**src/fll_tuner_map.vh**
```
`ifndef FLL_TUNER_MAP_VH
`define FLL_TUNER_MAP_VH
// Code widths
`define FINE_W 8
`define COARSE_W 5
`define MUL_W 16
`define AMP_W 5
`define STEP_W 5
// Reference-stop limit, in output clock cycles
`define REF_STOP_LIMIT 65536
// Fine start value: half of full scale
`define FINE_HALF 8'h80
// Lock windows on ratio error
`define STRICT_WIN 16'h0001
`define RELAXED_WIN 16'h0004
// LFSR reset seed
`define PSEUDO_RANDOM_GATE_SEED 15'h7fff
`endif

```
**src/spread_gen.v**
```verilog
`timescale 1ns/100ps
`include "fll_tuner_map.vh"
// Spread generator: triangle offset with optional pseudo-random tick gating
module spread_gen #(
   parameter AMP_W = `AMP_W,
   parameter STEP_W = `STEP_W
) (
   input wire clock,
   input wire arst_n,
   input wire enable,
   input wire prbsEnable,
   input wire tick,
   input wire [AMP_W-1:0] amplitude,
   input wire [STEP_W-1:0] spread_step,
   output reg signed [AMP_W+1:0] offset
);
   localparam signed [AMP_W+1:0] OFS_ZERO = 0;
   localparam signed [AMP_W+1:0] OFS_ONE = 1;
   localparam signed [AMP_W+1:0] OFS_MINUS = -1;
   reg [14:0] lfsr_q;
   reg down_q;
   reg [1:0] phase_q;
   wire qualified;
   wire signed [AMP_W+1:0] stepVal;
   wire signed [AMP_W+1:0] ampVal;
   // Step of zero or one acts as one
   assign stepVal = (spread_step < 2) ? OFS_ONE : $signed({2'b00, spread_step});
   assign ampVal = $signed({2'b00, amplitude});
   assign qualified = tick & (~prbsEnable | lfsr_q[0]);
   // Offset sequence per amplitude
   always @(posedge clock or negedge arst_n) begin
      if (!arst_n) begin
         lfsr_q <= `PSEUDO_RANDOM_GATE_SEED;
         down_q <= 1'b0;
         phase_q <= 2'd0;
         offset <= OFS_ZERO;
      end else begin
         if (tick) begin
            lfsr_q <= {lfsr_q[13:0], lfsr_q[14] ^ lfsr_q[13]};
         end
         if (!enable) begin
            offset <= OFS_ZERO;
            phase_q <= 2'd0;
            down_q <= 1'b0;
         end else if (qualified) begin
            if (amplitude == 0) begin
               offset <= (offset == OFS_ZERO) ? OFS_ONE : OFS_ZERO;
            end else if (amplitude == 1) begin
               // Repeating 1, -1, 0
               phase_q <= (phase_q == 2'd2) ? 2'd0 : phase_q + 2'd1;
               offset <= (phase_q == 2'd0) ? OFS_ONE : (phase_q == 2'd1) ? OFS_MINUS : OFS_ZERO;
            end else if (!down_q) begin
               if (offset + stepVal >= ampVal) begin
                  offset <= ampVal;
                  down_q <= 1'b1;
               end else begin
                  offset <= offset + stepVal;
               end
            end else begin
               if (offset - stepVal <= -ampVal) begin
                  offset <= -ampVal;
                  down_q <= 1'b0;
               end else begin
                  offset <= offset - stepVal;
               end
            end
         end
      end
   end
endmodule // spread_gen

```
**src/freq_loop_tuner_ctrl.v**
```verilog
`timescale 1ns/100ps
`include "fll_tuner_map.vh"
// Functional notes
// - Flag reference stopped after long silence
// - Stopped reference: hold codes, auto resume
// - Pulse on stopped flag rising edge
// - Chill cycles unless disable bit set
// - Relaxed lock unless disable bit set
// - Spread enable modulates fine code
// - Pseudo-random sequence gates spread ticks
// - Step n per tick, zero acts one
// - Amplitude zero toggles, one gives 1,-1,0
// - Spread works open and closed loop
// - No lose-lock: wake keeps config and locks
// - After wake, fine tracking corrects drift
// - Lose-lock set: wake clears locks, relock
// - Mode bit starts closed-loop tuning
// - Coarse then fine stage, rise pulses
// - Stable bit freezes fine after lock
// - Fine starts at half scale unless start load set
module freq_loop_tuner_ctrl #(
   parameter FINE_W = `FINE_W,
   parameter COARSE_W = `COARSE_W,
   parameter MUL_W = `MUL_W,
   parameter AMP_W = `AMP_W,
   parameter STEP_W = `STEP_W,
   parameter REF_STOP_LIMIT = `REF_STOP_LIMIT
) (
   input wire clock,
   input wire arst_n,
   input wire refTick,
   input wire spreadTick,
   input wire closedLoopMode,
   input wire chillCycleDisable,
   input wire quickLockDisable,
   input wire stable,
   input wire loseLockOnWake,
   input wire [MUL_W-1:0] multiplier,
   input wire [COARSE_W-1:0] coarseStep,
   input wire [FINE_W-1:0] fineStep,
   input wire fineStartLoad,
   input wire [FINE_W-1:0] fineStartValue,
   input wire [COARSE_W-1:0] coarseOpen,
   input wire [FINE_W-1:0] fineOpen,
   input wire sleepEnter,
   input wire wake,
   input wire spreadEnable,
   input wire prbsEnable,
   input wire [AMP_W-1:0] amplitude,
   input wire [STEP_W-1:0] spreadStep,
   output reg [COARSE_W-1:0] coarseCode,
   output reg [FINE_W-1:0] fineCode,
   output reg refStoppedFlag,
   output reg refStoppedRise,
   output reg coarseLockFlag,
   output reg coarseLockRise,
   output reg fineLockFlag,
   output reg fineLockRise,
   output reg [MUL_W-1:0] ratioDiff
);
   localparam ST_IDLE = 2'd0;
   localparam ST_COARSE = 2'd1;
   localparam ST_FINE = 2'd2;
   localparam [31:0] LIMIT = REF_STOP_LIMIT;
   reg [1:0] state_q;
   reg [31:0] stopCnt_q;
   reg [MUL_W-1:0] measCnt_q;
   reg chill_q;
   reg modeSeen_q;
   reg asleep_q;
   reg dropLocks_q;
   reg [COARSE_W-1:0] coarse_q;
   reg [FINE_W-1:0] fine_q;
   wire signed [AMP_W+1:0] spreadOffset;
   wire signed [MUL_W:0] err;
   wire [MUL_W-1:0] absErr;
   wire [MUL_W-1:0] lockWin;
   wire measure;
   wire active;
   // Saturating add of a signed offset to the fine code
   function [FINE_W-1:0] satAdd;
      input [FINE_W-1:0] base;
      input signed [MUL_W+1:0] delta;
      reg signed [MUL_W+2:0] sum;
      begin
         sum = $signed({3'b000, base}) + delta;
         if (sum < 0) begin
            satAdd = {FINE_W{1'b0}};
         end else if (sum > $signed({{(MUL_W+3-FINE_W){1'b0}}, {FINE_W{1'b1}}})) begin
            satAdd = {FINE_W{1'b1}};
         end else begin
            satAdd = sum[FINE_W-1:0];
         end
      end
   endfunction

   spread_gen #(.AMP_W(AMP_W), .STEP_W(STEP_W)) spreadInst (
      .clock(clock),
      .arst_n(arst_n),
      .enable(spreadEnable),
      .prbsEnable(prbsEnable),
      .tick(spreadTick),
      .amplitude(amplitude),
      .spread_step(spreadStep),
      .offset(spreadOffset)
   );

   // Ratio error and lock window
   assign err = $signed({1'b0, measCnt_q}) - $signed({1'b0, multiplier});
   assign absErr = err[MUL_W] ? -err[MUL_W-1:0] : err[MUL_W-1:0];
   assign lockWin = quickLockDisable ? `STRICT_WIN : `RELAXED_WIN;
   assign active = closedLoopMode & ~refStoppedFlag & ~asleep_q;
   assign measure = refTick & active & ~(chill_q & ~chillCycleDisable);

   // Reference-stop watchdog and measurement counter
   always @(posedge clock or negedge arst_n) begin
      if (!arst_n) begin
         stopCnt_q <= 32'd0;
         measCnt_q <= {MUL_W{1'b0}};
         refStoppedFlag <= 1'b0;
         refStoppedRise <= 1'b0;
         chill_q <= 1'b0;
      end else begin
         refStoppedRise <= 1'b0;
         if (refTick) begin
            stopCnt_q <= 32'd0;
            refStoppedFlag <= 1'b0;
            measCnt_q <= {{(MUL_W-1){1'b0}}, 1'b1};
            chill_q <= measure ? 1'b1 : 1'b0;
         end else begin
            measCnt_q <= (&measCnt_q) ? measCnt_q : measCnt_q + 1'b1;
            if (stopCnt_q >= LIMIT - 1) begin
               if (!refStoppedFlag && closedLoopMode) begin
                  refStoppedFlag <= 1'b1;
                  refStoppedRise <= 1'b1;
               end
            end else begin
               stopCnt_q <= stopCnt_q + 32'd1;
            end
         end
      end
   end

   // Tuner state machine
   always @(posedge clock or negedge arst_n) begin
      if (!arst_n) begin
         state_q <= ST_IDLE;
         coarse_q <= {COARSE_W{1'b0}};
         fine_q <= `FINE_HALF;
         modeSeen_q <= 1'b0;
         asleep_q <= 1'b0;
         dropLocks_q <= 1'b0;
         coarseLockFlag <= 1'b0;
         fineLockFlag <= 1'b0;
         coarseLockRise <= 1'b0;
         fineLockRise <= 1'b0;
         ratioDiff <= {MUL_W{1'b0}};
      end else begin
         coarseLockRise <= 1'b0;
         fineLockRise <= 1'b0;
         modeSeen_q <= closedLoopMode;
         if (sleepEnter) begin
            asleep_q <= 1'b1;
            dropLocks_q <= loseLockOnWake;
         end else if (wake && asleep_q) begin
            asleep_q <= 1'b0;
            if (dropLocks_q) begin
               coarseLockFlag <= 1'b0;
               fineLockFlag <= 1'b0;
               fine_q <= `FINE_HALF;
               state_q <= ST_COARSE;
            end
         end else if (!closedLoopMode) begin
            state_q <= ST_IDLE;
            coarse_q <= coarseOpen;
            fine_q <= fineOpen;
            coarseLockFlag <= 1'b0;
            fineLockFlag <= 1'b0;
         end else if (!modeSeen_q) begin
            fine_q <= fineStartLoad ? fineStartValue : `FINE_HALF;
            state_q <= ST_COARSE;
         end else if (measure) begin
            ratioDiff <= err[MUL_W-1:0];
            case (state_q)
               ST_COARSE: begin
                  if (absErr <= (lockWin << 3)) begin
                     coarseLockFlag <= 1'b1;
                     coarseLockRise <= 1'b1;
                     state_q <= ST_FINE;
                  end else if (err[MUL_W]) begin
                     coarse_q <= (coarse_q > ~coarseStep) ? {COARSE_W{1'b1}} :
                        coarse_q + coarseStep;
                  end else begin
                     coarse_q <= (coarse_q < coarseStep) ? {COARSE_W{1'b0}} :
                        coarse_q - coarseStep;
                  end
               end
               ST_FINE: begin
                  if (!(fineLockFlag && stable)) begin
                     if (absErr <= lockWin) begin
                        if (!fineLockFlag) begin
                           fineLockFlag <= 1'b1;
                           fineLockRise <= 1'b1;
                        end
                     end else if (err[MUL_W]) begin
                        fine_q <= satAdd(fine_q, $signed({2'b00, fineStep}));
                     end else begin
                        fine_q <= satAdd(fine_q, -$signed({2'b00, fineStep}));
                     end
                  end
               end
               default: state_q <= ST_IDLE;
            endcase
         end
      end
   end

   // Registered trim codes, spread offset applied to the fine code only
   always @(posedge clock or negedge arst_n) begin
      if (!arst_n) begin
         coarseCode <= {COARSE_W{1'b0}};
         fineCode <= `FINE_HALF;
      end else begin
         coarseCode <= coarse_q;
         fineCode <= satAdd(fine_q, spreadOffset);
      end
   end
endmodule // freq_loop_tuner_ctrl

```
**config.mk**
```make
export PLATFORM = sky130hd
export DESIGN_NAME = freq_loop_tuner_ctrl
export DESIGN_NICKNAME = d
export VERILOG_FILES = /design/src/spread_gen.v /design/src/freq_loop_tuner_ctrl.v
export VERILOG_INCLUDE_DIRS = /design/src
export SDC_FILE = /design/constraint.sdc
export NUM_CORES = 1
export LEC_CHECK = 0
export BUFFER_PORTS_ARGS = -buffer_cell sky130_fd_sc_hd__buf_2
export CORE_UTILIZATION = 55
export DETAILED_ROUTE_END_ITERATION = 6
export GPL_TIMING_DRIVEN = 1
export PLACE_DENSITY = 0.76
export RECOVER_POWER = 100
export SLEW_MARGIN = 25
export SYNTH_ARGS = -nofsm -noshare
export SYNTH_HDL_FRONTEND = slang
export SYNTH_SLANG_ARGS = --single-unit
```
**constraint.sdc**
```tcl
create_clock -name clock -period 4.27 [get_ports clock]
set_input_delay 1.0675 -clock clock [delete_from_list [all_inputs] [get_ports clock]]
set_output_delay 1.0675 -clock clock [all_outputs]
set_load 0.05 [all_outputs]
```
==> flow_metrics.tcl <==
set metrics [dict create \
    status "finished, violations left" \
    violations "max-capacitance violations, max-slew violations" \
    ys_ff_latch 127 \
    post-route-cell-area_mm2 0.0117 \
    max_freq_mhz 243 \
    start_kind "primary input" \
    dp_slack_ps -219 \
    track_usage_pct 26.5 \
    worstMarginPinSlew_ps 3200 \
    synth-main-ff-cell "dfrtp_1" \
    min_from "coarse_q[0]$_DFFE_PN0P_" \
    synthTopCellsByArea "dfrtp_1, ha_1, dfstp_2" \
    antenna_found_initial 0 \
    yosysWarnings 0 \
    worstHoldPathCells 0 \
    p_per_area_mw_per_mm2 486 \
    finalSetupViolCount 0 \
    critPathMaxStageDelay_ps 470 \
    ios 109 \
    fin_util_pct 67.8 \
    clockBufferDepth 2 \
    cts_tree "yes" \
    cp.arrival_ps 4430 \
    final.min_clock_period_ps 4120 \
    slew_violations 107 \
    clockRootBuffer "clkbuf_16" \
    cts_htree_levels 4 \
    skew_ps 12.9 \
    port-buffer-count 108 \
    placed_area_mm2 0.0111 \
    critPathSlowestCell "fa_1" \
    ir_worst_vdd_v 0.000316 \
    rr_startpoint "measCnt_q[0]$_DFFE_PN0P_" \
    die-height_um 135 \
    cts.clk_slew.worst_paths_ps 60 \
    insertion_delay_ps 420 \
    vias 8499 \
    num_antenna_cells 0 \
    cp_max_fo 7 \
    row_count 48 \
    drt_iter0_drc 434 \
    yosysTopAreaCell "dfrtp_1" \
    grt_pass1_vias 8194 \
    fin_crit_sh_pct 96.5 \
    grt-ovfl-total 0 \
    start_util_pct 56.3 \
    hold_end "coarseCode[0]$_DFF_PN0_" \
    rr_endpoint "fine_q[5]$_DFFE_PN0P_" \
    drtAntennaViolNets 0 \
    clock-sinks 127 \
    async_flop_share_pct 100 \
    r2r_cells 14 \
    drive_above_1_share_pct 22.3 \
    firstDrtPassIters 6 \
    endpoint_kind "register" \
    drc_errors 0 \
    rrSetupSlack_ps 490 \
    hold_path_class "reg -> reg" \
    synth_area_per_cell_um2 9.04 \
    ys_types 94 \
    synth_area_mm2 0.00970 \
    syn_nets 1240 \
    routed_wl_um 23300 \
    place_congestion 0.886 \
    coreArea_mm2 0.0172 \
    fin_hold_ws_ps 444 \
    fin_nets 1436 \
    dpl.hpwl_um 18100 \
    worst-path-buf-inv 5 \
    path_common_cell "o21a_1" \
    hold_buffers 0 \
    path_class "in -> reg" \
    relSlewSlack_pct -113 \
    drv_cap 2 \
    synth.top_cell.area_share_pct 28.4 \
    dieWidth_um 135 \
    area_growth_pct 20.5 \
    path_cells "buf_2 -> inv_1 -> a41o_1 -> ha_1 -> inv_1 -> fa_1 -> ha_1 -> nor2b_1 -> o21a_1 -> o21a_1 -> o21a_1 -> o21ai_0 -> a221oi_1 -> buf_4 -> buf_4 -> and2_1 -> o21ai_0 -> o211ai_1 -> a22o_1" \
    worstPathRequired_ps 4580 \
    routedWlPerCell_um 15.5 \
    syn_inst 1073 \
    critPathTopFamily "compound AO/OA/AOI/OAI gates" \
    viasPerCell 5.64 \
    hold_violations 0 \
    power.leakage_uw 0.00563 \
    cts_buffers 17 \
    grt_pass1_wl_um 38400 \
    grt_max_degree 60 \
    setup_ws_ps 148 \
    synth_edf_count 0 \
    tns_ps 0 \
    yosysSeqAreaShare_pct 33.0 \
    dieArea_mm2 0.0182 \
]
==> sequential cells by signal, summed over array words and instances, names as in the netlist <==
signal	count
fine_q	8
asleep_q	1
spreadInst.phase_q	2
measCnt_q	16
modeSeen_q	1
stopCnt_q	32
fineCode	8
state_q	2
coarseCode	5
chill_q	1
ratioDiff	16
spreadInst.down_q	1
coarseLockRise	1
refStoppedRise	1
refStoppedFlag	1
dropLocks_q	1
fineLockFlag	1
coarse_q	5
spreadInst.lfsr_q	15
fineLockRise	1
coarseLockFlag	1
spreadInst.offset	7
==> synthesized netlist by cell type, types with 4 or more instances <==
library cell	instances
o22ai_1	4
fa_1	8
a221oi_1	4
mux2_2	26
buf_6	5
a21oi_1	72
nor3b_1	4
and3_1	8
ha_1	85
a31oi_1	9
o21ai_0	59
inv_1	78
mux2_4	7
clkbuf_1	24
nor2b_1	27
a21o_1	20
dfstp_2	17
o211ai_1	8
a211oi_1	10
a21boi_0	5
dfrtp_1	110
xnor2_1	34
xor2_1	34
nand2b_1	13
nand4_1	15
nor4_1	11
nor2_1	85
o221ai_1	4
nand3b_1	5
and2_1	12
nand2_1	74
nand3_1	24
or3_1	11
mux2i_1	7
nor3_1	23
o32ai_1	4
o21bai_1	15
o21a_1	24
==> worst register-to-register path, delay by kind of cell, from the launching register on <==
| kind | cells | cell delay (ps) |
|---|---|---|
| simple gates | 3 | 810 |
| compound gates | 5 | 1210 |
| xor+xnor | 1 | 120 |
| mux | 1 | 300 |
| flops | 1 | 410 |
| buf+inv | 2 | 210 |
| fa+ha+maj | 2 | 620 |
==> final cells by class <==
type / instances / area [um^2]
clock buffer: 20 / 489
clock inverter: 12 / 118
fill: 1383 / 5550
inverter: 78 / 293
multi-input combinational: 832 / 6010
sequential: 127 / 3200
tap: 225 / 282
timing repair buffer: 213 / 1290
==> per-layer routing <==
layer,track usage [%],vias up,routed length [um]
met5,0,-,0
met4,7.37,0,374
met3,4.95,34,1120
met2,43.5,213,10700
met1,35.8,4001,11100
li1,-,4251,-
==> where the power goes <==
group | internal [uW] | switching, uW
sequential | 1480 | 200
clock | 897 | 586
combinational | 1130 | 1400
==> worst max-delay path by stage <==
stage / slack (ps) / start / endpoint / depth (start not counted)
after floorplan: 7 / multiplier[0] / fine_q[0]$_DFFE_PN0P_ / 13
after global placement: -170 / multiplier[0] / coarse_q[0]$_DFFE_PN0P_ / 15
after detailed placement: -220 / multiplier[0] / fine_q[6]$_DFFE_PN0P_ / 14
after CTS: 220 / multiplier[0] / fine_q[6]$_DFFE_PN0P_ / 14
after global routing: -20 / spreadStep[1] / spreadInst.offset[0]$_DFFE_PN0P_ / 19
final: 150 / spreadStep[1] / spreadInst.offset[3]$_DFFE_PN0P_ / 19
==> through the flow <==
stage                     instances  power, uW
after floorplan                1073       3450
after CTS                      1505       5660
after global placement         1473       4090
final                          1507       5680
after detailed placement       1473       4160
after global routing           1507       6030
==> layout by cell type (no fill, tap or decap), types with 17 or more instances in the layout <==
master	instances
o21a_1	24
nor2_1	85
buf_4	100
ha_1	85
nor3_1	23
nand3_1	24
mux2_2	26
xnor2_1	34
o21ai_0	59
xor2_1	34
a21oi_1	70
a21o_1	20
nand2_1	74
clkbuf_1	41
inv_1	78
dfrtp_1	110
buf_2	70
nor2b_1	27
clkbuf_16	19
dfstp_2	17
==> cells by family after synthesis <==
family	synth area share, %
compound gates	20.4
xor+xnor	6.14
fa+ha+maj	12.6
buf+inv	5.15
flops	33.0
mux	4.83
simple gates	17.9
==> what timing repair did <==
action                                  CTS  global route
setup buffers                             0             2
gates resized for setup                   0             1
endpoints found under the setup margin    0             1
No activity file was read; power rests on OpenSTA's default activity.
